--- src/design/boost_timing_pkg.sv ---
package boost_timing_pkg;

    // ------------------------------------------------------------
    // Register offsets
    // ------------------------------------------------------------
    localparam logic [7:0] ADDR_DRV_ENABLE   = 8'h01;
    localparam logic [7:0] ADDR_L1_DIVIDER   = 8'h09;
    localparam logic [7:0] ADDR_L2_DIVIDER   = 8'h0a;
    localparam logic [7:0] ADDR_L1_PHASE_EN  = 8'h0b;
    localparam logic [7:0] ADDR_L2_PHASE_EN  = 8'h0c;
    localparam logic [7:0] ADDR_L1_TIMING    = 8'h0d;
    localparam logic [7:0] ADDR_L2_TIMING    = 8'h0e;
    localparam logic [7:0] ADDR_DRV_LOOP     = 8'h0f;
    localparam logic [7:0] ADDR_DRV_ROUTE    = 8'h10;

    // ------------------------------------------------------------
    // Field layout and reset values
    // ------------------------------------------------------------
    localparam int         NUM_PHASES        = 4;
    localparam int         DELAY_MSB         = 7;
    localparam int         DELAY_LSB         = 3;
    localparam int         OFF_MSB           = 2;
    localparam int         OFF_LSB           = 0;
    localparam int         ROUTE_W           = 2;
    localparam logic [3:0] NIBBLE_RESET      = 4'h0;
    localparam logic [7:0] BYTE_RESET        = 8'h00;
    localparam logic [7:0] READ_UNMAPPED     = 8'h00;
    localparam logic [3:0] RESERVED_READ     = 4'h0;
    localparam logic [2:0] OFF_ZERO_CODE     = 3'h0;
    localparam logic [2:0] OFF_ZERO_PERIODS  = 3'h1;

    typedef enum logic [1:0] {
        LOOP_IDLE = 2'b01,
        LOOP_RUN  = 2'b10
    } loop_state_type;

endpackage

--- src/design/phase_cfg_if.sv ---
`timescale 1ns/1ps
interface phase_cfg_if;
    logic [7:0] divide_value;
    logic [4:0] step_delay;
    logic [2:0] off_interval;
    logic [3:0] phase_enable;
    logic [3:0] phase_on;

    modport ctrl (output divide_value, output step_delay, output off_interval,
                  output phase_enable, input phase_on);
    modport gen  (input divide_value, input step_delay, input off_interval,
                  input phase_enable, output phase_on);
endinterface

--- src/design/multiphase_boost_phase_timing.sv ---
`timescale 1ns/1ps
module multiphase_boost_phase_timing
(
    input  wire logic       clk,
    input  wire logic       sys_rst,
    input  wire logic       config_complete,
    input  wire logic [7:0] reg_addr,
    input  wire logic       reg_wr,
    input  wire logic [7:0] reg_wdata,
    output logic      [7:0] reg_rdata,
    output logic      [3:0] gate_drv
);

    function automatic logic hit(input logic [7:0] a, input logic [7:0] off);
        return a == off;
    endfunction

    logic [3:0] drv_on_r;
    logic [7:0] loop1_divide_value_r;
    logic [7:0] loop2_divide_value_r;
    logic [3:0] loop1_phase_en_r;
    logic [3:0] loop2_phase_en_r;
    logic [7:0] loop1_timing_r;
    logic [7:0] loop2_timing_r;
    logic [3:0] drv_loop_assoc_r;
    logic [7:0] drv_route_sel_r;
    logic       wr_ok;
    logic [7:0] rdata_nxt;
    logic [3:0] gate_nxt;

    phase_cfg_if loop1_if ();
    phase_cfg_if loop2_if ();

    // ------------------------------------------------------------
    // Configuration registers
    // ------------------------------------------------------------
    assign wr_ok = reg_wr && !config_complete;

    // Each register has its own process, so a write only touches the one it hits.
    // Reserved upper bits of the nibble registers are dropped on write.
    always_ff @(posedge clk)
    begin
        if (sys_rst)
            drv_on_r <= boost_timing_pkg::NIBBLE_RESET;
        else if (wr_ok && hit(reg_addr, boost_timing_pkg::ADDR_DRV_ENABLE))
            drv_on_r <= reg_wdata[3:0];
    end

    always_ff @(posedge clk)
    begin
        if (sys_rst)
            loop1_divide_value_r <= boost_timing_pkg::BYTE_RESET;
        else if (wr_ok && hit(reg_addr, boost_timing_pkg::ADDR_L1_DIVIDER))
            loop1_divide_value_r <= reg_wdata;
    end

    always_ff @(posedge clk)
    begin
        if (sys_rst)
            loop2_divide_value_r <= boost_timing_pkg::BYTE_RESET;
        else if (wr_ok && hit(reg_addr, boost_timing_pkg::ADDR_L2_DIVIDER))
            loop2_divide_value_r <= reg_wdata;
    end

    always_ff @(posedge clk)
    begin
        if (sys_rst)
            loop1_phase_en_r <= boost_timing_pkg::NIBBLE_RESET;
        else if (wr_ok && hit(reg_addr, boost_timing_pkg::ADDR_L1_PHASE_EN))
            loop1_phase_en_r <= reg_wdata[3:0];
    end

    always_ff @(posedge clk)
    begin
        if (sys_rst)
            loop2_phase_en_r <= boost_timing_pkg::NIBBLE_RESET;
        else if (wr_ok && hit(reg_addr, boost_timing_pkg::ADDR_L2_PHASE_EN))
            loop2_phase_en_r <= reg_wdata[3:0];
    end

    always_ff @(posedge clk)
    begin
        if (sys_rst)
            loop1_timing_r <= boost_timing_pkg::BYTE_RESET;
        else if (wr_ok && hit(reg_addr, boost_timing_pkg::ADDR_L1_TIMING))
            loop1_timing_r <= reg_wdata;
    end

    always_ff @(posedge clk)
    begin
        if (sys_rst)
            loop2_timing_r <= boost_timing_pkg::BYTE_RESET;
        else if (wr_ok && hit(reg_addr, boost_timing_pkg::ADDR_L2_TIMING))
            loop2_timing_r <= reg_wdata;
    end

    always_ff @(posedge clk)
    begin
        if (sys_rst)
            drv_loop_assoc_r <= boost_timing_pkg::NIBBLE_RESET;
        else if (wr_ok && hit(reg_addr, boost_timing_pkg::ADDR_DRV_LOOP))
            drv_loop_assoc_r <= reg_wdata[3:0];
    end

    always_ff @(posedge clk)
    begin
        if (sys_rst)
            drv_route_sel_r <= boost_timing_pkg::BYTE_RESET;
        else if (wr_ok && hit(reg_addr, boost_timing_pkg::ADDR_DRV_ROUTE))
            drv_route_sel_r <= reg_wdata;
    end

    // ------------------------------------------------------------
    // Register read-back, registered
    // ------------------------------------------------------------
    always_comb
    begin
        rdata_nxt = boost_timing_pkg::READ_UNMAPPED;
        if (hit(reg_addr, boost_timing_pkg::ADDR_DRV_ENABLE))
            rdata_nxt = {boost_timing_pkg::RESERVED_READ, drv_on_r};
        else if (hit(reg_addr, boost_timing_pkg::ADDR_L1_DIVIDER))
            rdata_nxt = loop1_divide_value_r;
        else if (hit(reg_addr, boost_timing_pkg::ADDR_L2_DIVIDER))
            rdata_nxt = loop2_divide_value_r;
        else if (hit(reg_addr, boost_timing_pkg::ADDR_L1_PHASE_EN))
            rdata_nxt = {boost_timing_pkg::RESERVED_READ, loop1_phase_en_r};
        else if (hit(reg_addr, boost_timing_pkg::ADDR_L2_PHASE_EN))
            rdata_nxt = {boost_timing_pkg::RESERVED_READ, loop2_phase_en_r};
        else if (hit(reg_addr, boost_timing_pkg::ADDR_L1_TIMING))
            rdata_nxt = loop1_timing_r;
        else if (hit(reg_addr, boost_timing_pkg::ADDR_L2_TIMING))
            rdata_nxt = loop2_timing_r;
        else if (hit(reg_addr, boost_timing_pkg::ADDR_DRV_LOOP))
            rdata_nxt = {boost_timing_pkg::RESERVED_READ, drv_loop_assoc_r};
        else if (hit(reg_addr, boost_timing_pkg::ADDR_DRV_ROUTE))
            rdata_nxt = drv_route_sel_r;
    end

    always_ff @(posedge clk)
    begin
        if (sys_rst)
            reg_rdata <= boost_timing_pkg::BYTE_RESET;
        else
            reg_rdata <= rdata_nxt;
    end

    // ------------------------------------------------------------
    // Two phase logics on the one clock
    // ------------------------------------------------------------
    assign loop1_if.divide_value = loop1_divide_value_r;
    assign loop1_if.step_delay   = loop1_timing_r[boost_timing_pkg::DELAY_MSB:
                                                  boost_timing_pkg::DELAY_LSB];
    assign loop1_if.off_interval = loop1_timing_r[boost_timing_pkg::OFF_MSB:
                                                  boost_timing_pkg::OFF_LSB];
    assign loop1_if.phase_enable = loop1_phase_en_r;
    assign loop2_if.divide_value = loop2_divide_value_r;
    assign loop2_if.step_delay   = loop2_timing_r[boost_timing_pkg::DELAY_MSB:
                                                  boost_timing_pkg::DELAY_LSB];
    assign loop2_if.off_interval = loop2_timing_r[boost_timing_pkg::OFF_MSB:
                                                  boost_timing_pkg::OFF_LSB];
    assign loop2_if.phase_enable = loop2_phase_en_r;

    phase_sequencer u_loop1
    (
        .clk     (clk),
        .sys_rst (sys_rst),
        .cfg     (loop1_if.gen)
    );

    phase_sequencer u_loop2
    (
        .clk     (clk),
        .sys_rst (sys_rst),
        .cfg     (loop2_if.gen)
    );

    // ------------------------------------------------------------
    // Driver routing and enable
    // ------------------------------------------------------------
    for (genvar d = 0; d < boost_timing_pkg::NUM_PHASES; d++)
    begin : g_drv
        logic [1:0] sel;
        assign sel = drv_route_sel_r[d*boost_timing_pkg::ROUTE_W +: boost_timing_pkg::ROUTE_W];
        assign gate_nxt[d] = drv_on_r[d]
                           && (drv_loop_assoc_r[d] ? loop2_if.phase_on[sel]
                                                   : loop1_if.phase_on[sel]);
    end

    always_ff @(posedge clk)
    begin
        if (sys_rst)
            gate_drv <= boost_timing_pkg::NIBBLE_RESET;
        else
            gate_drv <= gate_nxt;
    end

endmodule // multiphase_boost_phase_timing

--- src/design/phase_sequencer.sv ---
`timescale 1ns/1ps
module phase_sequencer
(
    input  wire logic   clk,
    input  wire logic   sys_rst,
    phase_cfg_if.gen    cfg
);

    // ------------------------------------------------------------
    // Next enabled phase, ascending and wrapping
    // ------------------------------------------------------------
    function automatic logic [1:0] next_phase(input logic [1:0] cur, input logic [3:0] en);
        logic [1:0] res;
        logic [1:0] cand;
        res = cur;
        for (int k = 3; k >= 1; k--)
        begin
            cand = cur + k[1:0];
            if (en[cand])
                res = cand;
        end
        return res;
    endfunction

    boost_timing_pkg::loop_state_type state_r;
    logic [7:0] div_cnt_r;
    logic       tick;
    logic [4:0] step_cnt_r;
    logic [1:0] cur_r;
    logic       step_go;
    logic [2:0] off_len;

    // ------------------------------------------------------------
    // Divided clock from the common oscillator
    // ------------------------------------------------------------
    assign tick = (div_cnt_r == cfg.divide_value);

    always_ff @(posedge clk)
    begin
        if (sys_rst || tick)
            div_cnt_r <= boost_timing_pkg::BYTE_RESET;
        else
            div_cnt_r <= div_cnt_r + 8'h01;
    end

    // ------------------------------------------------------------
    // Phase stepping
    // ------------------------------------------------------------
    assign step_go = tick && (step_cnt_r >= cfg.step_delay);

    always_ff @(posedge clk)
    begin
        if (sys_rst)
        begin
            state_r    <= boost_timing_pkg::LOOP_IDLE;
            step_cnt_r <= 5'h00;
            cur_r      <= 2'h0;
        end
        else
        begin
            case (state_r)
                boost_timing_pkg::LOOP_IDLE:
                begin
                    step_cnt_r <= 5'h00;
                    if (cfg.phase_enable != boost_timing_pkg::NIBBLE_RESET)
                    begin
                        state_r <= boost_timing_pkg::LOOP_RUN;
                        cur_r   <= next_phase(2'h3, cfg.phase_enable);
                    end
                end
                boost_timing_pkg::LOOP_RUN:
                begin
                    if (cfg.phase_enable == boost_timing_pkg::NIBBLE_RESET)
                        state_r <= boost_timing_pkg::LOOP_IDLE;
                    else if (step_go)
                    begin
                        step_cnt_r <= 5'h00;
                        cur_r      <= next_phase(cur_r, cfg.phase_enable);
                    end
                    else if (tick)
                        step_cnt_r <= step_cnt_r + 5'h01;
                end
                default:
                    state_r <= boost_timing_pkg::LOOP_IDLE;
            endcase
        end
    end

    // ------------------------------------------------------------
    // Per-phase off interval, started on each phase turn
    // ------------------------------------------------------------
    assign off_len = (cfg.off_interval == boost_timing_pkg::OFF_ZERO_CODE)
                   ? boost_timing_pkg::OFF_ZERO_PERIODS : cfg.off_interval;

    for (genvar p = 0; p < boost_timing_pkg::NUM_PHASES; p++)
    begin : g_phase
        logic [2:0] off_cnt_r;
        logic       start;
        assign start = (state_r == boost_timing_pkg::LOOP_RUN) && step_go
                     && (next_phase(cur_r, cfg.phase_enable) == 2'(p));

        always_ff @(posedge clk)
        begin
            if (sys_rst || !cfg.phase_enable[p])
                off_cnt_r <= 3'h0;
            else if (start)
                off_cnt_r <= off_len;
            else if (tick && off_cnt_r != 3'h0)
                off_cnt_r <= off_cnt_r - 3'h1;
        end

        assign cfg.phase_on[p] = (state_r == boost_timing_pkg::LOOP_RUN)
                               && cfg.phase_enable[p] && (off_cnt_r == 3'h0) && !start;
    end

endmodule // phase_sequencer

--- config.mk ---
export PLATFORM = sky130hd
export DESIGN_NAME = multiphase_boost_phase_timing
export DESIGN_NICKNAME = d
export VERILOG_FILES = /design/src/design/boost_timing_pkg.sv /design/src/design/phase_cfg_if.sv /design/src/design/multiphase_boost_phase_timing.sv /design/src/design/phase_sequencer.sv
export SDC_FILE = /design/constraint.sdc
export NUM_CORES = 1
export LEC_CHECK = 0
export BUFFER_PORTS_ARGS = -buffer_cell sky130_fd_sc_hd__buf_2
export CORE_MARGIN = 10
export CORE_UTILIZATION = 44
export DETAILED_ROUTE_END_ITERATION = 10
export PLACE_DENSITY_LB_ADDON = 0.08
export SLEW_MARGIN = 25
export SYNTH_ARGS = -nofsm -noshare
export SYNTH_HDL_FRONTEND = slang
export SYNTH_SLANG_ARGS = --single-unit
export TNS_END_PERCENT = 10
--- constraint.sdc ---
create_clock -name clk -period 3.9 [get_ports clk]
set_clock_uncertainty 0.2 [all_clocks]
set_input_delay 0.975 -clock clk [delete_from_list [all_inputs] [get_ports clk]]
set_output_delay 0.975 -clock clk [all_outputs]
set_load 0.01 [all_outputs]
==> results.json <==
{
  "global_route_wire_length_before_repair_um": 31910,
  "synth_async_sr_flop_share": 0,
  "final_hold_viol_count": 0,
  "most-common-layout-cells": "sky130_fd_sc_hd__dfxtp_1, sky130_fd_sc_hd__nor2_1, sky130_fd_sc_hd__nand2_1",
  "synth_largest_type_area_fraction": 0.3478,
  "worstSkewPairLatency_ns": 0.42,
  "max-slew-margin-rel": 0.4656,
  "place_congestion": 0.9020,
  "layout.area.seq_mm2": 0.002522,
  "timing.hold.ws_ns": 0.2742,
  "syn-num-nets": 927,
  "internal_power_mw": 2.442,
  "worstSetupEndpointType": "flop",
  "vias_per_cell": 5.629,
  "total_leakage_power_nw": 3.076,
  "dr_wl_met3_um": 962,
  "path_cells": "inv_1, ha_1, inv_1, a2111o_1, nor4b_4, nor2_1, nor4_1, nor3_1",
  "htree_levels": 4,
  "die_area_mm2": 0.02202,
  "warning_count_from_the_yosys_run": 0,
  "chipHeight_um": 148.4,
  "final_area_mm2": 0.008200,
  "area_growth_syn_to_layout_pct": 13.08,
  "final.setup.tns_ns": 0,
  "seq_area_frac_synth": 0.3478,
  "io_buffers": 31,
  "row_count": 46,
  "worstMarginPinSlew_ns": 0.7967,
  "min-delay-path-class": "reg -> reg",
  "cts_tree": "yes",
  "worstRegToRegCells": 8,
  "globalRouteOverflowTotal": 0,
  "grt_pass1_vias": 6157,
  "crit_type": "reg -> reg",
  "cap_violations": 0,
  "drc": 0,
  "vdd_ir_drop_max_mv": 0.2886,
  "final_nets": 940,
  "number_of_distinct_library_cells_after_synthesis": 74,
  "clk_pin_slew_ns": 0.06,
  "worstPathRequired_ns": 3.98,
  "yosys_register_bits": 126,
  "status": "completed",
  "timing.fmax_mhz": 325.3,
  "worst_path_max_delay_cell": "sky130_fd_sc_hd__nor4b_4",
  "critical_path_peak_fanout": 18,
  "placement.cell_area_mm2": 0.007560,
  "coreArea_mm2": 0.01600,
  "drive_gt1_frac": 0.1114,
  "share_clk_of_total_power": 0.556,
  "fin_crit_ns": 3.074,
  "root_buffer": "sky130_fd_sc_hd__clkbuf_16",
  "totalWireLength_um": 19760,
  "holdCritStartpoint": "u_loop1.div_cnt_r[0]",
  "grt_max_degree": 46,
  "syn_area_mm2": 0.007252,
  "routed.top_layer": "met4",
  "critical_path.reg2reg.startpoint": "u_loop1.state_r[0]",
  "min_to": "u_loop1.div_cnt_r[0]",
  "finalSetupViolCount": 0,
  "grt_antenna_before_repair": 0,
  "synth_flop_cell": "sky130_fd_sc_hd__dfxtp_1",
  "postSynthCellCount": 873,
  "holdPathStages": 1,
  "layout_commonest_cell": "sky130_fd_sc_hd__dfxtp_1",
  "seq_power_share": 0.418,
  "nFillCells": 1581,
  "swShare": 0.2090,
  "grt_setup_unrepaired": "no",
  "setup.worst_path.start_class": "flop",
  "dr.first_iter.drc_count": 589,
  "routed-wl-met2_um": 9508,
  "wl_met1_um": 8929,
  "switchingPower_mw": 0.6451,
  "wl_per_cell_um": 17.74,
  "combinationalPowerShare": 0.027,
  "cp_data_arrival_time_ns": 3.16,
  "half_perimeter_wire_length_after_detailed_placement_um": 14390,
  "yosysTopAreaCell": "sky130_fd_sc_hd__dfxtp_1",
  "n_antenna_cell": 0,
  "synth_enable_flop_cells": 0,
  "cts_post_setup_buffers_inserted": 0,
  "postSynthAreaPerCell_um2": 8.307,
  "boundaryPins": 32,
  "grt_use_total": 0.1812,
  "worst-r2r-setup-slack_ns": 0.83,
  "clock_sinks": 126,
  "number_of_antenna_violating_nets_in_the_routed_design": 0,
  "chipWidth_um": 148.4,
  "final_min_period_over_clock_period": 0.7882,
  "initial_utilization": 0.4532,
  "cts_buffers": 17,
  "critical_path.reg2reg.endpoint": "gate_drv[0]",
  "post_cts_hold_buffer_count": 0,
  "max_stage_delay_ns": 0.58,
  "post_cts_resize_count": 0,
  "drt-pass1-iter-count": 6,
  "synth_area_leaders": "sky130_fd_sc_hd__dfxtp_1, sky130_fd_sc_hd__mux2i_1, sky130_fd_sc_hd__ha_1",
  "timing.critical_path.mode_cell": "sky130_fd_sc_hd__inv_1",
  "cts_buffer_depth": 2,
  "maxSlewViolCount": 0,
  "power_density_mw_per_mm2": 376.4,
  "multiInputGateArea_mm2": 0.004409,
  "via_count": 6271
}
## kinds of logic (layout without fill, tap and decap cells)
| logic type | Yosys count | count (layout) | synth area share |
|---|---|---|---|
| xor gates and xnor gates | 43 | 43 | 0.05193 |
| adders and majority gates | 34 | 34 | 0.05866 |
| and+or+nand+nor | 385 | 385 | 0.2867 |
| muxes | 51 | 51 | 0.07074 |
| DFF | 126 | 126 | 0.3478 |
| AOI/OAI and AO/OA | 150 | 150 | 0.1396 |
| buffers and inverters | 84 | 109 | 0.04451 |
## worst max-delay path: cells and delay by family, from the launching register on
family,cells,cell delay (ns)
and+or+nand+nor,4,1.13
DFF,1,0.31
buffers and inverters,2,0.29
adders and majority gates,1,0.56
AOI/OAI and AO/OA,1,0.45
## per-layer routing
layer,up-vias,GRT usage
li1,3127,-
met1,2956,0.2275
met2,158,0.3018
met3,30,0.04248
met4,0,0.05253
met5,-,0
## synth_stat cells (4+ instances only)
library cell                number
sky130_fd_sc_hd__inv_1          39
sky130_fd_sc_hd__nand3b_1        5
sky130_fd_sc_hd__o22ai_1         6
sky130_fd_sc_hd__clkbuf_1       35
sky130_fd_sc_hd__nor2b_1        25
sky130_fd_sc_hd__o21ai_1         6
sky130_fd_sc_hd__nand4_1         7
sky130_fd_sc_hd__a21oi_1        48
sky130_fd_sc_hd__nor2_1        104
sky130_fd_sc_hd__nor4_4          8
sky130_fd_sc_hd__and3_1         12
sky130_fd_sc_hd__a21o_1          7
sky130_fd_sc_hd__or3_1           5
sky130_fd_sc_hd__a211oi_1        7
sky130_fd_sc_hd__xor2_1         29
sky130_fd_sc_hd__nor3_1         25
sky130_fd_sc_hd__a31oi_1        12
sky130_fd_sc_hd__ha_1           34
sky130_fd_sc_hd__a22oi_1         4
sky130_fd_sc_hd__nand3_1        49
sky130_fd_sc_hd__o221ai_1        9
sky130_fd_sc_hd__nand2b_1        9
sky130_fd_sc_hd__xnor2_1        14
sky130_fd_sc_hd__nand4bb_1       5
sky130_fd_sc_hd__o21ai_0        15
sky130_fd_sc_hd__nand2_1        97
sky130_fd_sc_hd__dfxtp_1       126
sky130_fd_sc_hd__nor4_1          6
sky130_fd_sc_hd__buf_2           6
sky130_fd_sc_hd__mux2i_1        49
sky130_fd_sc_hd__a221oi_1        7
## how the worst max path moves through the flow
stage	from	to	slack, ns	cells after the start
floorplan	reg_addr[7]	loop1_divide_value_r[0]	0.98	7
global placement	reg_addr[7]	loop1_timing_r[7]	0.69	7
detailed placement	reg_addr[7]	loop1_timing_r[4]	0.63	7
CTS	loop2_timing_r[5]	gate_drv[3]	0.84	9
global route	u_loop1.state_r[0]	gate_drv[0]	0.60	8
finish	u_loop1.state_r[0]	gate_drv[0]	0.83	8
## layout make-up
class,instances,share of cell area
Clock inverter,10,0.01953
Tap cell,216,0.03296
Multi-Input combinational cell,663,0.5377
Sequential cell,126,0.3076
Inverter,40,0.01831
Timing Repair Buffer,38,0.02533
Clock buffer,21,0.05859
## power by group through the flow
stage	Sequential, mW	Combinational [mW]	Clock, mW
floorplan	1.32	0.0476	0
global placement	1.32	0.0806	0
finish	1.29	0.0818	1.71
global route	1.29	0.0882	1.82
CTS	1.29	0.0812	1.74
detailed placement	1.32	0.0810	0
## through the flow
step	std cells	utilization	setup WS [ns]	power [mW]
after CTS	1114	0.5125	0.8396	3.116
after global placement	1083	0.4725	0.6933	1.398
after floorplan	873	-	0.9794	1.365
after detailed placement	1083	0.4725	0.6254	1.399
final	1114	0.5125	0.8259	3.087
after global routing	1114	0.5125	0.6017	3.197
## flip-flops by register name, summed over array words and instances (netlist names)
signal	flops
u_loop1.g_phase.off_cnt_r	12
u_loop2.g_phase.off_cnt_r	12
drv_route_sel_r	8
loop1_divide_value_r	8
loop1_timing_r	8
loop2_divide_value_r	8
loop2_timing_r	8
reg_rdata	8
u_loop1.div_cnt_r	8
u_loop2.div_cnt_r	8
u_loop1.step_cnt_r	5
u_loop2.step_cnt_r	5
drv_loop_assoc_r	4
drv_on_r	4
gate_drv	4
loop1_if.phase_enable	4
loop2_if.phase_enable	4
u_loop1.cur_r	2
u_loop1.state_r	2
u_loop2.cur_r	2
u_loop2.state_r	2
No activity file was read; power rests on OpenSTA's default activity.
